==> config.mk <==
export PLATFORM = sky130hd
export DESIGN_NAME = pmw_power_ctrl
export DESIGN_NICKNAME = d
export VERILOG_FILES = /design/src/design/pmw_pkg.sv /design/src/design/pmw_power_ctrl.sv /design/src/design/pmw_osc_ready.sv
export SDC_FILE = /design/constraint.sdc
export NUM_CORES = 1
export LEC_CHECK = 0
export ABC_AREA = 1
export BUFFER_PORTS_ARGS = -buffer_cell sky130_fd_sc_hd__buf_2
export CORE_ASPECT_RATIO = 1.25
export CORE_MARGIN = 4
export CORE_UTILIZATION = 38
export DETAILED_ROUTE_END_ITERATION = 16
export PLACE_DENSITY = 0.68
export SLEW_MARGIN = 20
export SYNTH_ARGS = -nofsm -noshare
export SYNTH_HDL_FRONTEND = slang
export SYNTH_SLANG_ARGS = --single-unit
==> constraint.sdc <==
create_clock -name CLK_I -period 3.63 [get_ports CLK_I]
set_clock_uncertainty 0.1 [all_clocks]
set_input_delay 0.726 -clock CLK_I [delete_from_list [all_inputs] [get_ports CLK_I]]
set_output_delay 0.726 -clock CLK_I [all_outputs]
set_load 0.01 [all_outputs]
==> src/design/pmw_pkg.sv <==
/*
 * pmw_pkg: register map, field positions, reset values and encodings of the
 * power mode and wake controller.
 * assumes: 32-bit AXI4-Lite register bus, one aligned word per register.
 */
package pmw_pkg;

	// ==========================================================
	// register byte addresses
	localparam logic [7:0] OSC_CTRL_ADDR = 8'h00;
	localparam logic [7:0] WDT_CTRL_ADDR = 8'h04;
	localparam logic [7:0] PWR_CFG_ADDR = 8'h08;
	localparam logic [7:0] DS_WAKE_ADDR = 8'h0C;
	localparam logic [7:0] STATUS_ADDR = 8'h10;

	// ==========================================================
	// oscillator_control_reg fields
	localparam int IDLE_SEL_BIT = 7;
	localparam int PRI_RUN_BIT = 3;
	localparam int CSEL_LSB = 0;

	// watchdog_control_reg fields
	localparam int WDT_SEL_BIT = 0;
	localparam int ULP_EN_BIT = 1;
	localparam int ULP_SINK_BIT = 2;
	localparam int ULP_LVL_BIT = 5;

	// power configuration fields
	localparam int DS_ARM_BIT = 0;
	localparam int TWO_SPEED_BIT = 1;
	localparam int FAIL_SAFE_CLOCK_MONITOR_BIT = 2;
	localparam int T1_OSC_EN_BIT = 3;
	localparam int POSC_CFG_LSB = 4;

	// deep_sleep_wake_source_reg fields
	localparam int DS_ULP_BIT = 5;

	// status fields
	localparam int MODE_LSB = 0;
	localparam int ACT_SRC_LSB = 4;
	localparam int RDY_LSB = 8;

	// ==========================================================
	// clock source encodings of clock_source_select
	localparam logic [1:0] SRC_PRIMARY = 2'h0;
	localparam logic [1:0] SRC_TIMER1 = 2'h1;
	localparam logic [1:0] SRC_INTERNAL = 2'h2;
	localparam logic [2:0] POSC_CFG_RST = 3'h0;

	// ==========================================================
	// bus answers
	localparam logic [1:0] RESP_OKAY = 2'h0;
	localparam logic [1:0] RESP_DECERR = 2'h3;

	typedef enum logic [2:0] {
		PMW_RUN,
		PMW_IDLE,
		PMW_SLEEP,
		PMW_DEEP,
		PMW_WAKE
	} pmw_mode_e;

endpackage

==> src/design/pmw_power_ctrl.sv <==
/*
 * pmw_power_ctrl: power mode, clock source and low power wake controller
 * with an AXI4-Lite register slave.
 * assumes: all inputs synchronous to CLK_I; the analog wake comparator
 * output is high while the wake pin is below the input low threshold.
 */
// What this block does
// - idle select bit gates CPU clock
// - two-bit field selects one of three sources
// - run/idle any source, sleep none
// - source write switches once new source ready
// - sleep instruction enters idle, sleep or deep sleep
// - idle select resets clear, gives sleep
// - sleep stops oscillator, clears source status
// - watchdog RC and timer1 survive sleep
// - wake waits for source or runs internal
// - primary running flag when primary clocks device
// - wake leaves idle select and source unchanged
// - preset bits alone decide sleep target mode
// - wake pin low raises interrupt and resumes
// - sleep wake by pin sets level flag
// - deep sleep wake by pin sets deep flag bit5
// - in sleep only wake output drives pin
`timescale 1ns/10ps

module pmw_power_ctrl #(
	parameter int START_W = 8,
	parameter logic [START_W-1:0] PRI_START_CYC = 8'h40,
	parameter logic [START_W-1:0] T1_START_CYC = 8'h20,
	parameter logic [START_W-1:0] INT_START_CYC = 8'h04
) (
	input wire logic CLK_I,
	input wire logic SRST_I,
	// axi4-lite slave
	input wire logic [7:0] S_AXI_AWADDR_I,
	input wire logic S_AXI_AWVALID_I,
	output logic S_AXI_AWREADY_O,
	input wire logic [31:0] S_AXI_WDATA_I,
	input wire logic [3:0] S_AXI_WSTRB_I,
	input wire logic S_AXI_WVALID_I,
	output logic S_AXI_WREADY_O,
	output logic [1:0] S_AXI_BRESP_O,
	output logic S_AXI_BVALID_O,
	input wire logic S_AXI_BREADY_I,
	input wire logic [7:0] S_AXI_ARADDR_I,
	input wire logic S_AXI_ARVALID_I,
	output logic S_AXI_ARREADY_O,
	output logic [31:0] S_AXI_RDATA_O,
	output logic [1:0] S_AXI_RRESP_O,
	output logic S_AXI_RVALID_O,
	input wire logic S_AXI_RREADY_I,
	// core events
	input wire logic SLEEP_EXEC_I,
	input wire logic WAKE_INT_I,
	input wire logic WAKE_RST_I,
	input wire logic WDT_TIMEOUT_I,
	input wire logic ANALOG_WAKE_LOW_I,
	// clock control
	output logic CPU_CLK_EN_O,
	output logic PERIPH_CLK_EN_O,
	output logic [1:0] SYS_CLK_SEL_O,
	output logic PRI_OSC_EN_O,
	output logic T1_OSC_EN_O,
	output logic INT_OSC_EN_O,
	output logic RC_OSC_EN_O,
	// low power wake
	output logic ULP_SINK_EN_O,
	output logic ULP_WAKE_OUT_O,
	output logic REMAP_OTHERS_EN_O,
	output logic ULP_IRQ_O,
	output logic RESUME_O
);

	// ==========================================================
	// software registers
	logic idle_sel_reg;
	logic [1:0] csel_reg;
	logic wdt_sel_reg;
	logic ulp_en_reg;
	logic ulp_sink_reg;
	logic ulp_lvl_reg;
	logic ds_arm_reg;
	logic two_speed_reg;
	logic fail_safe_clock_monitor_reg;
	logic t1_en_reg;
	logic [2:0] posc_cfg_reg;
	logic ds_ulp_reg;

	// ==========================================================
	// mode state
	pmw_pkg::pmw_mode_e mode_reg;
	pmw_pkg::pmw_mode_e mode_next;
	logic [1:0] act_src_reg;
	logic [1:0] act_src_next;
	logic ulp_low_reg;

	// ==========================================================
	// axi write channel
	logic aw_hold_reg;
	logic w_hold_reg;
	logic [7:0] waddr_reg;
	logic [31:0] wdata_reg;
	logic [3:0] wstrb_reg;
	logic wr_go;
	logic wr_b0;
	logic wr_osc;
	logic wr_wdt;
	logic wr_cfg;
	logic wr_ds;
	logic wr_hit;

	assign S_AXI_AWREADY_O = !aw_hold_reg;
	assign S_AXI_WREADY_O = !w_hold_reg;
	assign wr_go = aw_hold_reg && w_hold_reg && !S_AXI_BVALID_O;
	assign wr_b0 = wr_go && wstrb_reg[0];
	assign wr_osc = (waddr_reg == pmw_pkg::OSC_CTRL_ADDR);
	assign wr_wdt = (waddr_reg == pmw_pkg::WDT_CTRL_ADDR);
	assign wr_cfg = (waddr_reg == pmw_pkg::PWR_CFG_ADDR);
	assign wr_ds = (waddr_reg == pmw_pkg::DS_WAKE_ADDR);
	assign wr_hit = wr_osc || wr_wdt || wr_cfg || wr_ds || (waddr_reg == pmw_pkg::STATUS_ADDR);

	always_ff @(posedge CLK_I) begin
		if (SRST_I) begin
			aw_hold_reg <= 1'b0;
			w_hold_reg <= 1'b0;
			waddr_reg <= 8'h00;
			wdata_reg <= 32'h0000_0000;
			wstrb_reg <= 4'h0;
			S_AXI_BVALID_O <= 1'b0;
			S_AXI_BRESP_O <= pmw_pkg::RESP_OKAY;
		end else begin
			if (S_AXI_AWVALID_I && !aw_hold_reg) begin
				aw_hold_reg <= 1'b1;
				waddr_reg <= S_AXI_AWADDR_I;
			end
			if (S_AXI_WVALID_I && !w_hold_reg) begin
				w_hold_reg <= 1'b1;
				wdata_reg <= S_AXI_WDATA_I;
				wstrb_reg <= S_AXI_WSTRB_I;
			end
			if (wr_go) begin
				aw_hold_reg <= 1'b0;
				w_hold_reg <= 1'b0;
				S_AXI_BVALID_O <= 1'b1;
				S_AXI_BRESP_O <= wr_hit ? pmw_pkg::RESP_OKAY : pmw_pkg::RESP_DECERR;
			end else if (S_AXI_BVALID_O && S_AXI_BREADY_I) begin
				S_AXI_BVALID_O <= 1'b0;
			end
		end
	end

	// ==========================================================
	// low power wake detection
	logic ulp_fall;
	logic in_sleep;
	logic ulp_wake;
	logic set_lvl;
	logic set_ds;

	assign ulp_fall = ulp_en_reg && ANALOG_WAKE_LOW_I && !ulp_low_reg;
	assign in_sleep = (mode_reg == pmw_pkg::PMW_SLEEP);
	assign ulp_wake = ulp_fall && (in_sleep || mode_reg == pmw_pkg::PMW_DEEP);
	assign set_lvl = ulp_fall && in_sleep;
	assign set_ds = ulp_fall && (mode_reg == pmw_pkg::PMW_DEEP);

	// ==========================================================
	// control register writes
	always_ff @(posedge CLK_I) begin
		if (SRST_I) begin
			idle_sel_reg <= 1'b0;
			csel_reg <= pmw_pkg::SRC_PRIMARY;
			wdt_sel_reg <= 1'b0;
			ulp_en_reg <= 1'b0;
			ulp_sink_reg <= 1'b0;
			ds_arm_reg <= 1'b0;
			two_speed_reg <= 1'b0;
			fail_safe_clock_monitor_reg <= 1'b0;
			t1_en_reg <= 1'b0;
			posc_cfg_reg <= pmw_pkg::POSC_CFG_RST;
		end else if (wr_b0) begin
			if (wr_osc) begin
				idle_sel_reg <= wdata_reg[pmw_pkg::IDLE_SEL_BIT];
				csel_reg <= wdata_reg[pmw_pkg::CSEL_LSB +: 2];
			end
			if (wr_wdt) begin
				wdt_sel_reg <= wdata_reg[pmw_pkg::WDT_SEL_BIT];
				ulp_en_reg <= wdata_reg[pmw_pkg::ULP_EN_BIT];
				ulp_sink_reg <= wdata_reg[pmw_pkg::ULP_SINK_BIT];
			end
			if (wr_cfg) begin
				ds_arm_reg <= wdata_reg[pmw_pkg::DS_ARM_BIT];
				two_speed_reg <= wdata_reg[pmw_pkg::TWO_SPEED_BIT];
				fail_safe_clock_monitor_reg <= wdata_reg[pmw_pkg::FAIL_SAFE_CLOCK_MONITOR_BIT];
				t1_en_reg <= wdata_reg[pmw_pkg::T1_OSC_EN_BIT];
				posc_cfg_reg <= wdata_reg[pmw_pkg::POSC_CFG_LSB +: 3];
			end
		end
	end

	// sticky flags, write one clears, set wins
	always_ff @(posedge CLK_I) begin
		if (SRST_I) begin
			ulp_lvl_reg <= 1'b0;
			ds_ulp_reg <= 1'b0;
			ulp_low_reg <= 1'b0;
		end else begin
			ulp_low_reg <= ulp_en_reg && ANALOG_WAKE_LOW_I;
			if (set_lvl) begin
				ulp_lvl_reg <= 1'b1;
			end else if (wr_b0 && wr_wdt && wdata_reg[pmw_pkg::ULP_LVL_BIT]) begin
				ulp_lvl_reg <= 1'b0;
			end
			if (set_ds) begin
				ds_ulp_reg <= 1'b1;
			end else if (wr_b0 && wr_ds && wdata_reg[pmw_pkg::DS_ULP_BIT]) begin
				ds_ulp_reg <= 1'b0;
			end
		end
	end

	// ==========================================================
	// oscillator start-up
	logic pri_en;
	logic t1_en;
	logic int_en;
	logic pri_rdy;
	logic t1_rdy;
	logic int_rdy;
	logic sel_rdy;
	logic clocked_mode;
	logic fast_start;

	assign clocked_mode = (mode_reg == pmw_pkg::PMW_RUN) || (mode_reg == pmw_pkg::PMW_IDLE)
		|| (mode_reg == pmw_pkg::PMW_WAKE);
	assign fast_start = two_speed_reg || fail_safe_clock_monitor_reg;
	// sleep modes keep no source running except timer1 when t1_en_reg is set outside deep sleep
	assign pri_en = clocked_mode && (csel_reg == pmw_pkg::SRC_PRIMARY || act_src_reg == pmw_pkg::SRC_PRIMARY);
	assign t1_en = (clocked_mode && (csel_reg == pmw_pkg::SRC_TIMER1 || act_src_reg == pmw_pkg::SRC_TIMER1))
		|| (t1_en_reg && mode_reg != pmw_pkg::PMW_DEEP);
	assign int_en = clocked_mode && (csel_reg[1] || act_src_reg[1] || (mode_reg == pmw_pkg::PMW_WAKE && fast_start));

	pmw_osc_ready #(
		.CNT_W(START_W),
		.START_CYC(PRI_START_CYC)
	) u_pri_ready (
		.clk_i(CLK_I),
		.srst_i(SRST_I),
		.en_i(pri_en),
		.ready_o(pri_rdy)
	);

	pmw_osc_ready #(
		.CNT_W(START_W),
		.START_CYC(T1_START_CYC)
	) u_t1_ready (
		.clk_i(CLK_I),
		.srst_i(SRST_I),
		.en_i(t1_en),
		.ready_o(t1_rdy)
	);

	pmw_osc_ready #(
		.CNT_W(START_W),
		.START_CYC(INT_START_CYC)
	) u_int_ready (
		.clk_i(CLK_I),
		.srst_i(SRST_I),
		.en_i(int_en),
		.ready_o(int_rdy)
	);

	assign sel_rdy = (csel_reg == pmw_pkg::SRC_PRIMARY) ? pri_rdy :
		(csel_reg == pmw_pkg::SRC_TIMER1) ? t1_rdy : int_rdy;

	// ==========================================================
	// mode machine
	logic any_wake;

	assign any_wake = WAKE_INT_I || WAKE_RST_I || WDT_TIMEOUT_I || ulp_wake;

	always_comb begin
		mode_next = mode_reg;
		act_src_next = act_src_reg;
		case (mode_reg)
			pmw_pkg::PMW_RUN: begin
				if (SLEEP_EXEC_I) begin
					if (idle_sel_reg) begin
						mode_next = pmw_pkg::PMW_IDLE;
					end else if (ds_arm_reg) begin
						mode_next = pmw_pkg::PMW_DEEP;
					end else begin
						mode_next = pmw_pkg::PMW_SLEEP;
					end
				end
				if (csel_reg != act_src_reg && sel_rdy) begin
					act_src_next = csel_reg;
				end
			end
			pmw_pkg::PMW_IDLE: begin
				if (any_wake) begin
					mode_next = pmw_pkg::PMW_RUN;
				end
				if (csel_reg != act_src_reg && sel_rdy) begin
					act_src_next = csel_reg;
				end
			end
			pmw_pkg::PMW_SLEEP, pmw_pkg::PMW_DEEP: begin
				if (any_wake) begin
					mode_next = pmw_pkg::PMW_WAKE;
				end
			end
			pmw_pkg::PMW_WAKE: begin
				// hold or run internal until ready
				if (sel_rdy) begin
					mode_next = pmw_pkg::PMW_RUN;
					act_src_next = csel_reg;
				end else if (fast_start) begin
					act_src_next = pmw_pkg::SRC_INTERNAL;
				end
			end
			default: begin
				mode_next = pmw_pkg::PMW_RUN;
			end
		endcase
	end

	// ==========================================================
	// registered outputs
	logic cpu_clk_next;
	logic pri_running;
	logic wake_done;

	assign cpu_clk_next = (mode_next == pmw_pkg::PMW_RUN)
		|| (mode_next == pmw_pkg::PMW_WAKE && fast_start && int_rdy);
	assign pri_running = clocked_mode && act_src_reg == pmw_pkg::SRC_PRIMARY && pri_rdy;
	assign wake_done = (mode_reg != pmw_pkg::PMW_RUN) && (mode_next == pmw_pkg::PMW_RUN);

	always_ff @(posedge CLK_I) begin
		if (SRST_I) begin
			mode_reg <= pmw_pkg::PMW_RUN;
			act_src_reg <= pmw_pkg::SRC_PRIMARY;
			CPU_CLK_EN_O <= 1'b0;
			PERIPH_CLK_EN_O <= 1'b0;
			SYS_CLK_SEL_O <= pmw_pkg::SRC_PRIMARY;
			PRI_OSC_EN_O <= 1'b0;
			T1_OSC_EN_O <= 1'b0;
			INT_OSC_EN_O <= 1'b0;
			RC_OSC_EN_O <= 1'b0;
			ULP_SINK_EN_O <= 1'b0;
			ULP_WAKE_OUT_O <= 1'b0;
			REMAP_OTHERS_EN_O <= 1'b1;
			ULP_IRQ_O <= 1'b0;
			RESUME_O <= 1'b0;
		end else begin
			mode_reg <= mode_next;
			act_src_reg <= act_src_next;
			CPU_CLK_EN_O <= cpu_clk_next;
			PERIPH_CLK_EN_O <= (mode_next == pmw_pkg::PMW_RUN) || (mode_next == pmw_pkg::PMW_IDLE);
			SYS_CLK_SEL_O <= act_src_next;
			PRI_OSC_EN_O <= pri_en;
			T1_OSC_EN_O <= t1_en;
			INT_OSC_EN_O <= int_en;
			RC_OSC_EN_O <= wdt_sel_reg;
			ULP_SINK_EN_O <= ulp_en_reg && ulp_sink_reg;
			// wake detect alone on pin in sleep
			ULP_WAKE_OUT_O <= ulp_en_reg && ANALOG_WAKE_LOW_I;
			REMAP_OTHERS_EN_O <= (mode_next != pmw_pkg::PMW_SLEEP);
			ULP_IRQ_O <= ulp_fall;
			RESUME_O <= wake_done;
		end
	end

	// ==========================================================
	// axi read channel
	logic [31:0] rd_word;
	logic rd_hit;
	logic [7:0] ar;

	assign ar = S_AXI_ARADDR_I;
	assign S_AXI_ARREADY_O = !S_AXI_RVALID_O;
	assign rd_hit = (ar == pmw_pkg::OSC_CTRL_ADDR) || (ar == pmw_pkg::WDT_CTRL_ADDR)
		|| (ar == pmw_pkg::PWR_CFG_ADDR) || (ar == pmw_pkg::DS_WAKE_ADDR) || (ar == pmw_pkg::STATUS_ADDR);

	// primary and internal ready bits read zero in sleep since readiness drops with the enables; timer1 ready stays while t1_en_reg holds it on
	always_comb begin
		rd_word = 32'h0000_0000;
		if (ar == pmw_pkg::OSC_CTRL_ADDR) begin
			rd_word[pmw_pkg::IDLE_SEL_BIT] = idle_sel_reg;
			rd_word[pmw_pkg::PRI_RUN_BIT] = pri_running;
			rd_word[pmw_pkg::CSEL_LSB +: 2] = csel_reg;
		end else if (ar == pmw_pkg::WDT_CTRL_ADDR) begin
			rd_word[pmw_pkg::WDT_SEL_BIT] = wdt_sel_reg;
			rd_word[pmw_pkg::ULP_EN_BIT] = ulp_en_reg;
			rd_word[pmw_pkg::ULP_SINK_BIT] = ulp_sink_reg;
			rd_word[pmw_pkg::ULP_LVL_BIT] = ulp_lvl_reg;
		end else if (ar == pmw_pkg::PWR_CFG_ADDR) begin
			rd_word[pmw_pkg::DS_ARM_BIT] = ds_arm_reg;
			rd_word[pmw_pkg::TWO_SPEED_BIT] = two_speed_reg;
			rd_word[pmw_pkg::FAIL_SAFE_CLOCK_MONITOR_BIT] = fail_safe_clock_monitor_reg;
			rd_word[pmw_pkg::T1_OSC_EN_BIT] = t1_en_reg;
			rd_word[pmw_pkg::POSC_CFG_LSB +: 3] = posc_cfg_reg;
		end else if (ar == pmw_pkg::DS_WAKE_ADDR) begin
			rd_word[pmw_pkg::DS_ULP_BIT] = ds_ulp_reg;
		end else if (ar == pmw_pkg::STATUS_ADDR) begin
			rd_word[pmw_pkg::MODE_LSB +: 3] = mode_reg;
			rd_word[pmw_pkg::ACT_SRC_LSB +: 2] = act_src_reg;
			rd_word[pmw_pkg::RDY_LSB +: 3] = {int_rdy, t1_rdy, pri_rdy};
		end
	end

	always_ff @(posedge CLK_I) begin
		if (SRST_I) begin
			S_AXI_RVALID_O <= 1'b0;
			S_AXI_RDATA_O <= 32'h0000_0000;
			S_AXI_RRESP_O <= pmw_pkg::RESP_OKAY;
		end else if (S_AXI_ARVALID_I && !S_AXI_RVALID_O) begin
			S_AXI_RVALID_O <= 1'b1;
			S_AXI_RDATA_O <= rd_word;
			S_AXI_RRESP_O <= rd_hit ? pmw_pkg::RESP_OKAY : pmw_pkg::RESP_DECERR;
		end else if (S_AXI_RVALID_O && S_AXI_RREADY_I) begin
			S_AXI_RVALID_O <= 1'b0;
		end
	end

endmodule

==> src/design/pmw_osc_ready.sv <==
/*
 * pmw_osc_ready: start-up delay of one oscillator; ready rises after the
 * enable has been held for START_CYC cycles and drops with the enable.
 * assumes: enable synchronous to CLK_I.
 */
`timescale 1ns/10ps

module pmw_osc_ready #(
	parameter int CNT_W = 8,
	parameter logic [CNT_W-1:0] START_CYC = 8'h10
) (
	input wire logic clk_i,
	input wire logic srst_i,
	input wire logic en_i,
	output logic ready_o
);

	// ==========================================================
	// start-up counter
	logic [CNT_W-1:0] cnt_reg;
	logic done;

	assign done = (cnt_reg >= START_CYC);

	always_ff @(posedge clk_i) begin
		if (srst_i || !en_i) begin
			cnt_reg <= '0;
			ready_o <= 1'b0;
		end else begin
			if (!done) begin
				cnt_reg <= cnt_reg + 1'b1;
			end
			ready_o <= done;
		end
	end

endmodule

## Yosys cells after proc, flatten, opt, wreduce, memory -nomap -nowiden

Index checks and enable logic that the tools add are counted.

- Add/sub/neg operators: 3
- Order comparisons: 3
- Equality and inequality tests: 21
- Mux-type cells: 46
- Reduce and logical (&&, ||, !) cells: 81

Operator list:

| kind | count |
|---|---|
| $mux W3 | 14 |
| $eq A8 B4 Y1 const B | 4 |
| $logic_and A1 B1 Y1 | 29 |
| $logic_or A1 B1 Y1 | 25 |
| $add A8 B1 Y8 const B | 3 |
| $mux W1 | 20 |
| $mux W2 | 10 |
| $eq A8 B3 Y1 const B | 2 |
| $eq A8 B5 Y1 const B | 2 |
| $logic_not A8 Y1 | 2 |
| $pmux W3 S4 | 1 |
| $reduce_bool A2 Y1 | 5 |
| $ge A8 B3 Y1 const B | 1 |
| $ge A8 B6 Y1 const B | 1 |
| $ge A8 B7 Y1 const B | 1 |
| $logic_not A1 Y1 | 8 |
| $eq A3 B1 Y1 const B | 2 |
| $eq A3 B2 Y1 const B | 2 |
| $eq A3 B3 Y1 const B | 2 |
| $logic_not A3 Y1 | 2 |
| $ne A3 B2 Y1 const B | 2 |
| $reduce_and A2 Y1 | 3 |
| $reduce_or A2 Y1 | 3 |
| $eq A2 B1 Y1 const B | 2 |
| other kinds (7) | 8 |

- Register bits: 94
- Input port bits: 64
- Output and inout port bits: 54
- Logic and storage cells: 195

## Longest topological paths before layout

Gate-level depths: netlist of run 1.

- Word-level depth: 10
- Depth in mapped cells: 10
- Depth with buffers taken out: 10

## Cells and area by module

Synthesis of run 1 repeated with hierarchy kept, for this count alone.

- Cell total of the unflattened synthesis: 565
- Area, all modules: 4169.0 um^2

Modules (own cells, without submodules):

| module | instances | cells each | area each (um^2) | sequential area each (um^2) |
|---|---|---|---|---|
| pmw_power_ctrl | 1 | 415 | 3007.9 | 1301.2 |
| pmw_osc_ready at u_pri_ready | 1 | 55 | 406.6 | 180.2 |
| pmw_osc_ready at u_t1_ready | 1 | 51 | 397.9 | 180.2 |
| pmw_osc_ready at u_int_ready | 1 | 44 | 356.6 | 180.2 |

## Worst setup path before layout of run 1

OpenSTA, ideal clock, no wires.

- Kind: input to register
- From: input port S_AXI_ARADDR_I[5]
- To: register S_AXI_RDATA_O[2]
- Library setup time: 71 ps
- Arrival: 1520 ps
- Required time: 3459 ps
- Slack: 1939 ps
- Stages: 9
- Path buffers: 1
- Cell sequence: inv_1 > nand2_1 > nor2_1 > and2_1 > buf_4 > nand2_1 > nand3_1 > nand2_1 > a21oi_1

- Longest elaborated chain between the ends: 6
- Elaborated cells on any way between the ends: 10
- Those cells by class: eq/ne (4); mux (5); reduce/logical (1)

Ends and longest elaborated chain:

| what | RTL line | text |
|---|---|---|
| start, declared | pmw_power_ctrl.sv:45 | `input wire logic [7:0] S_AXI_ARADDR_I,` |
| $eq A8 B5 Y1 | pmw_power_ctrl.sv:404 | `end else if (ar == pmw_pkg::STATUS_ADDR) begin` |
| $mux W3 | pmw_power_ctrl.sv:404 |  |
| $mux W3 | pmw_power_ctrl.sv:402 | `end else if (ar == pmw_pkg::DS_WAKE_ADDR) begin` |
| $mux W3 | pmw_power_ctrl.sv:396 | `end else if (ar == pmw_pkg::PWR_CFG_ADDR) begin` |
| $mux W3 | pmw_power_ctrl.sv:391 | `end else if (ar == pmw_pkg::WDT_CTRL_ADDR) begin` |
| $mux W1 * | pmw_power_ctrl.sv:387 | `if (ar == pmw_pkg::OSC_CTRL_ADDR) begin` |
| end signal, assigned | pmw_power_ctrl.sv:418 | `S_AXI_RDATA_O <= rd_word;` |
| end, declared | pmw_power_ctrl.sv:48 | `output logic [31:0] S_AXI_RDATA_O,` |

Mark *: on every way between the ends. The rest lies on a longest branch, timed or not.
A chain may end at the register's enable or synchronous reset.

## Worst setup path in the final report of run 1

- From: input port S_AXI_ARADDR_I[7]
- To: register S_AXI_RDATA_O[0]

- Longest elaborated chain between the ends: 6
- Elaborated cells on any way between the ends: 10
- Those cells by class: eq/ne (4); mux (5); reduce/logical (1)

Ends and longest elaborated chain:

| what | RTL line |
|---|---|
| $eq A8 B5 Y1 | pmw_power_ctrl.sv:404 |
| $mux W3 | pmw_power_ctrl.sv:404 |
| $mux W3 | pmw_power_ctrl.sv:402 |
| $mux W3 | pmw_power_ctrl.sv:396 |
| $mux W3 | pmw_power_ctrl.sv:391 |
| $mux W2 * | pmw_power_ctrl.sv:387 |

Marks and branches as above.

==> results.py, run 1 <==
metrics = {
    "power": {
        "leakagePower_nw": 2.14,
        "p_sw_frac": 0.244,
        "power_mw": 2.28,
        "ir_drop_mv": 0.304,
        "cellInternalPower_mw": 1.73,
        "p_comb_frac": 0.097,
        "pwr-share-clk": 0.430,
        "switchingPower_uw": 556,
        "power_frac_seq": 0.473,
        "power_density_nw_per_um2": 480,
    },
    "placed_design": {
        "dpl_cell_area_um2": 4440,
        "dp_hpwl_mm": 6.78,
        "gp_routability_congestion": 0.887,
        "portBuffers": 69,
        "dp_cells": 717,
        "dpl_worst_slack_ns": 1.48,
    },
    "floorplanning": {
        "die-height_um": 124,
        "core.rowCount": 42,
        "dieArea_um2": 12500,
        "core_area_um2": 10600,
        "die_w_um": 101,
        "start_util": 0.386,
        "pin_count": 118,
    },
    "synthesis": {
        "synth_top_family_by_area": "simple AND/OR/NAND/NOR gates",
        "synth_compound_area_frac": 0.107,
        "synthSimpleGateAreaFrac": 0.300,
        "yosys.area_share.xor_xnor": 0.00860,
        "netlist_instances": 530,
        "synth_area_um2": 4080,
        "syn_area_per_cell_um2": 7.69,
        "synth.mux.area_fraction": 0,
        "synth_cell_types": 43,
        "synthAdderAreaFrac": 0.0184,
        "ys_ff_latch": 92,
        "ys_seq_area_frac": 0.452,
        "ys.warnings.count": 0,
    },
    "clocking": {
        "cts_buffers": 9,
        "cts.sinks": 92,
        "cts_hold_buffers": 0,
        "clock_latency_ns": 0.34,
        "postCtsSetupRepairBufs": 0,
        "root_buffer": "clkbuf_16",
        "post_cts_resized": 0,
        "max-clock-path-buffers": 2,
        "cts_tree": "yes",
        "path_clk_slew_ns": 0.06,
        "htreeDepth": 3,
    },
    "layout": {
        "nNetsFinal": 666,
        "fin_area_um2": 4750,
        "area_delta_synth_final_pct": 16.7,
        "drive_gt1_frac": 0.216,
        "seq_area_um2": 1840,
        "antennaDiodeCount": 0,
        "fillers": 1055,
        "largest_register_ffs": 11,
        "multiInputGateArea_um2": 1840,
        "instances_no_fill": 733,
        "top_register": "S_AXI_RDATA_O",
    },
    "global_route": {
        "grt_pass1_vias": 3378,
        "grt_overflow_total": 0,
        "grt_max_degree": 34,
        "antenna_found_initial": 0,
        "grt_pass1_wl_mm": 14.9,
        "gr-usage-all-layers": 0.150,
    },
    "setup_path": {
        "path_cells": "buf_2 > nor2_1 > nand3_1 > nor2_1 > nand2_1 > nand4_1 > nand2_1 > a21oi_1",
        "arrival_ns": 1.97,
        "cp_max_fo": 8,
        "crit_required_ns": 3.80,
        "crit_family": "simple AND/OR/NAND/NOR gates",
        "path_buf_inv": 1,
        "cp_slowest_cell": "nor2_1",
        "cp-start-kind": "input pin",
        "slowest_delay_ns": 0.52,
        "end_kind": "flop",
        "path_class": "input pin to flop",
    },
    "drt": {
        "drc_errors": 0,
        "wl_per_cell_um": 12.0,
        "wirelength_mm": 8.81,
        "ant_nets": 0,
        "drt-initial-drc-count": 126,
        "drt-pass1-iter-count": 4,
        "vias_per_cell": 4.66,
        "vias": 3415,
    },
    "timing": {
        "fin_crit_sh": 0.495,
        "period_needed_ns": 1.80,
        "slew_viol_final": 0,
        "setup_tns_ns": 0,
        "tightest_slew_ns": 0.648,
        "rsz0062_at_grt": "false",
        "hold_violations": 0,
        "setup_viol": 0,
        "slew_headroom": 0.566,
        "worst_slack_ns": 1.83,
        "fmax_ghz": 0.557,
    },
    "run": {
        "cap_viol_max_count": 0,
    },
    "hold_path": {
        "hp-class": "flop to flop",
    },
    "outcome": {
        "status": "complete, no violations",
    },
}
==> worst reg2reg max path, cell delays in order, from the launching register on <==
cell,delay (ns)
dfxtp_1,0.30
inv_1,0.08
nand2_1,0.29
inv_1,0.40
nand2_1,0.12
nor3_1,0.14
nand2_1,0.07
a21oi_1,0.11
==> cells by family after synthesis <==
family / count (synthesis)
adders and majority gates: 6
AOI/OAI and AO/OA: 78
DFF: 92
buffers and inverters: 97
other: 1
and+or+nand+nor: 252
xor gates and xnor gates: 4
==> final cells by class <==
| class | instances | area share |
|---|---|---|
| Multi-Input combinational cell | 361 | 0.388 |
| Sequential cell | 92 | 0.387 |
| Timing Repair Buffer | 70 | 0.0742 |
| Inverter | 62 | 0.0489 |
| Clock buffer | 10 | 0.0482 |
| Tap cell | 132 | 0.0347 |
| Clock inverter | 6 | 0.0187 |
==> placed cells by master (no fill, tap or decap), drive strengths merged, types with 2 or more instances in the layout <==
cell type / instances
nand2: 79
o211ai: 2
dfxtp: 92
bufinv: 2
clkinvlp: 2
nand3: 33
xor2: 3
nor2: 99
o31ai: 2
a21oi: 40
buf: 70
nand4: 10
clkbuf: 10
conb: 21
inv: 62
clkinv: 2
nor3: 26
ha: 6
o21ai: 29
and2: 2
==> synthesized netlist by cell type, drive strengths merged <==
master | n | share of area
a211oi | 1 | 0.0031
nor3b | 1 | 0.0031
buf | 27 | 0.049
a41oi | 1 | 0.0021
nand4 | 10 | 0.015
o21bai | 1 | 0.0018
xnor2 | 1 | 0.0021
clkbuf | 8 | 0.0074
nand2 | 79 | 0.078
o21a | 1 | 0.0018
o21ai | 29 | 0.037
nor3 | 26 | 0.047
nor4 | 1 | 0.0015
dfxtp | 92 | 0.45
conb | 1 | 0.00092
nor2 | 99 | 0.10
xor2 | 3 | 0.0064
nand3 | 33 | 0.046
o211ai | 2 | 0.0037
inv | 62 | 0.057
o31ai | 2 | 0.0049
and3 | 1 | 0.0015
a21oi | 40 | 0.051
o22ai | 1 | 0.0015
and2 | 2 | 0.0037
ha | 6 | 0.018
==> power by group through the flow <==
stage	Sequential, mW	Combinational (mW)	Clock (mW)
finish	1.08	0.221	0.982
global placement	1.10	0.216	0
CTS	1.08	0.222	1.01
detailed placement	1.10	0.220	0
floorplan	1.10	0.171	0
global route	1.08	0.252	1.05
==> final timing paths <==
path | start | endpoint | slack [ns] | cells past startpoint
setup / recovery | S_AXI_ARADDR_I[7] | S_AXI_RDATA_O[0] | 1.83 | 8
hold / removal | u_int_ready.cnt_reg[3] | u_int_ready.cnt_reg[3] | 0.33 | 2
setup reg to reg | S_AXI_RVALID_O | S_AXI_RRESP_O[0] | 1.95 | 7
hold reg to reg | u_int_ready.cnt_reg[3] | u_int_ready.cnt_reg[3] | 0.33 | 2
==> stage by stage <==
step	hold slack (ns)	util
after floorplan	0.308	-
after global placement	0.315	0.420
after detailed placement	0.318	0.420
after CTS	0.327	0.450
after global routing	0.352	0.450
final	0.328	0.450
==> layer usage <==
metal | part of all wire | vias up | wire (um) | track usage
met5 | 0 | - | 0 | 0
met3 | 0.050 | 15 | 437 | 0.0392
met1 | 0.42 | 1533 | 3680 | 0.168
li1 | - | 1794 | - | -
met4 | 0.022 | 0 | 192 | 0.0598
met2 | 0.51 | 73 | 4510 | 0.269
Note: power is estimated with default switching activity, not from simulation.
==> run 2: changes to the inputs <==
ABC_AREA = 0   (was 1)
clock period = 1.7 ns   (was 3.63 ns; I/O delays follow)
==> run 2 against run 1 <==
The flow now finishes with violations (setup timing). Critical path depth is 4 lower. Area after synthesis is 2.2% lower. Global-route usage is 1.3 points higher. Total power grew 98%. Clock-buffer cell count unchanged. Cell count is 7.4% lower. Synthesized cell count shrank 14%. Sequential cell count unchanged. Final area rose by 4.6%. Sequential share of layout area decreased by 1.5 points. Critical endpoint is now ulp_sink_reg. Utilization increased by 3.9 points. Wire length up 11%.
==> results.py, run 2 <==
metrics = {
    "outcome": {
        "status": "finished with violations",
        "violations": "setup timing",
    },
    "layout": {
        "nNetsFinal": 615,
        "drive_gt1_frac": 0.271,
        "mostFrequentLayoutCells": "88 x dfxtp_1, 69 x buf_2, 51 x nor2_1",
        "final_common_cell": "dfxtp_1",
        "top_register": "S_AXI_RDATA_O",
        "area_delta_synth_final_pct": 24.8,
        "largest_register_ffs": 11,
        "fin_area_um2": 4970,
        "fin_util": 0.490,
        "antennaDiodeCount": 0,
    },
    "synthesis": {
        "ys.warnings.count": 0,
        "synth_area_leaders": "dfxtp_1 46%, a21oi_1 5.0%, nor2_1 4.8%",
        "synth_flop_cell": "dfxtp_1",
        "ys_seq_area_frac": 0.462,
        "ys_ff_latch": 92,
        "syn_area_per_cell_um2": 8.76,
        "ys_async_sr_fraction": 0,
        "yosys.area.top_type": "dfxtp_1",
        "synthTopCellsByCount": "92 x dfxtp_1, 51 x nor2_1, 41 x nand2_1, 40 x a21oi_1, 23 x buf_4",
        "netlist_instances": 455,
        "yosys.cell_count.top_type": "dfxtp_1",
        "synth_area_um2": 3980,
        "synth_top_area_share": 0.462,
        "synth_cell_types": 60,
        "synth_edf_count": 0,
    },
    "power": {
        "p_comb_frac": 0.097,
        "p_sw_frac": 0.252,
        "ir_drop_mv": 0.812,
        "cellInternalPower_mw": 3.39,
        "leakagePower_nw": 2.03,
        "switchingPower_mw": 1.14,
        "pwr-share-clk": 0.402,
        "power_frac_seq": 0.501,
        "power_density_nw_per_um2": 910,
    },
    "drt": {
        "drt-pass1-iter-count": 4,
        "wirelength_mm": 9.83,
        "drt-initial-drc-count": 176,
        "vias": 3467,
        "vias_per_cell": 5.11,
        "ant_nets": 0,
        "drc_errors": 0,
        "wl_per_cell_um": 14.5,
    },
    "global_route": {
        "grt_overflow_total": 0,
        "grt_max_degree": 32,
        "gr-usage-all-layers": 0.162,
        "antenna_found_initial": 0,
        "grt_pass1_vias": 3314,
        "grt_pass1_wl_mm": 15.7,
    },
    "setup_path": {
        "crit_required_ns": 1.82,
        "slowest_delay_ns": 0.59,
        "crit_top_cell": "or4_4",
        "path_cells": "or4_4 > or4_4 > o31ai_4 > a21oi_2",
        "cp_slowest_cell": "or4_4",
        "cp-start-kind": "flop",
        "end_kind": "flop",
        "cp_max_fo": 7,
        "arrival_ns": 2.13,
        "path_class": "flop to flop",
    },
    "placed_design": {
        "dp_hpwl_mm": 7.32,
        "dpl_worst_slack_ns": -0.320,
        "gp_routability_congestion": 0.871,
        "dpl_cell_area_um2": 4560,
        "portBuffers": 69,
    },
    "clocking": {
        "cts_tree": "yes",
        "cts_buffers": 9,
        "clock_latency_ns": 0.35,
        "root_buffer": "clkbuf_16",
        "cts_hold_buffers": 0,
        "htreeDepth": 3,
        "cts.sinks": 92,
        "path_clk_slew_ns": 0.07,
        "max-clock-path-buffers": 2,
    },
    "timing": {
        "setup_viol": 15,
        "worst_slack_ns": -0.310,
        "fin_crit_sh": 1.18,
        "setup_tns_ns": -3.56,
        "fmax_ghz": 0.497,
        "period_needed_ns": 2.01,
        "hold_violations": 0,
        "whs_ns": 0.122,
        "rsz0062_at_grt": "true",
        "slew_viol_final": 0,
    },
    "floorplanning": {
        "die_w_um": 99.6,
        "dieArea_um2": 12200,
        "core.rowCount": 41,
        "die-height_um": 122,
        "start_util": 0.392,
        "core_area_um2": 10200,
        "pin_count": 118,
    },
    "hold_path": {
        "hp-class": "input pin to flop",
    },
    "run": {
        "cap_viol_max_count": 0,
    },
}
## run 2: repair_timing
action | 4_1_cts | 5_1_grt
pin swaps | 3 | 6
buffers inserted | 1 | 1
cloned | 1 | 0
setup endpoints to repair | 16 | 22
gates resized for setup | 6 | 24
## run 2: worst max-delay path, delay by kind of cell (launching register included)
| kind | cells | cell delay, ns |
|---|---|---|
| flops | 1 | 0.32 |
| compound gates | 2 | 0.29 |
| simple gates | 2 | 1.16 |
## run 2: cell families after synthesis
| group | after synthesis | synth area share |
|---|---|---|
| AND/OR/NAND/NOR | 171 | 0.229 |
| AO/OA/AOI/OAI | 99 | 0.156 |
| flip-flops | 92 | 0.462 |
| buffers and inverters | 66 | 0.0861 |
| XOR/XNOR | 11 | 0.0242 |
| multiplexers | 9 | 0.0229 |
| adder cells (fa/ha/maj) | 6 | 0.0188 |
| other | 1 | 0.000941 |
## run 2: power groups by stage
| stage | Combinational (mW) | Sequential, mW | Clock, mW |
|---|---|---|---|
| 2_1_floorplan | 0.287 | 2.31 | 0 |
| 3_3_place_gp | 0.403 | 2.31 | 0 |
| 3_5_place_dp | 0.414 | 2.31 | 0 |
| 4_1_cts | 0.421 | 2.27 | 1.86 |
| 5_1_grt | 0.488 | 2.27 | 1.94 |
| 6_report | 0.440 | 2.27 | 1.82 |
## run 2: final timing paths
path                     startpoint                to  slack [ns]  cells past startpoint
setup / recovery       waddr_reg[1]      ulp_sink_reg       -0.31                      4
hold / removal    S_AXI_AWADDR_I[4]      waddr_reg[4]        0.12                      3
setup reg to reg       waddr_reg[1]      ulp_sink_reg       -0.31                      4
hold reg to reg    S_AXI_RDATA_O[5]  S_AXI_RDATA_O[5]        0.35                      2
## run 2: cell type report
type	count	area [um^2]
clock buffers	10	229
clock inverters	6	40.0
fillers	981	5180
inverters	22	82.6
multi-input cells	318	2010
flip-flops and latches	92	1850
well taps	129	161
repair buffers	102	597
## run 2: per-layer routing
metal	global-route usage	part of all wire	vias up
li1	-	-	1731
met3	0.0460	0.052	14
met2	0.300	0.53	87
met1	0.178	0.40	1635
met5	0	0	-
met4	0.0529	0.020	0
## run 2: stage by stage
step           power [mW]  instances
6_report             4.53        679
5_1_grt              4.70        679
4_1_cts              4.55        678
3_5_place_dp         2.73        660
3_3_place_gp         2.71        660
2_1_floorplan        2.60        475
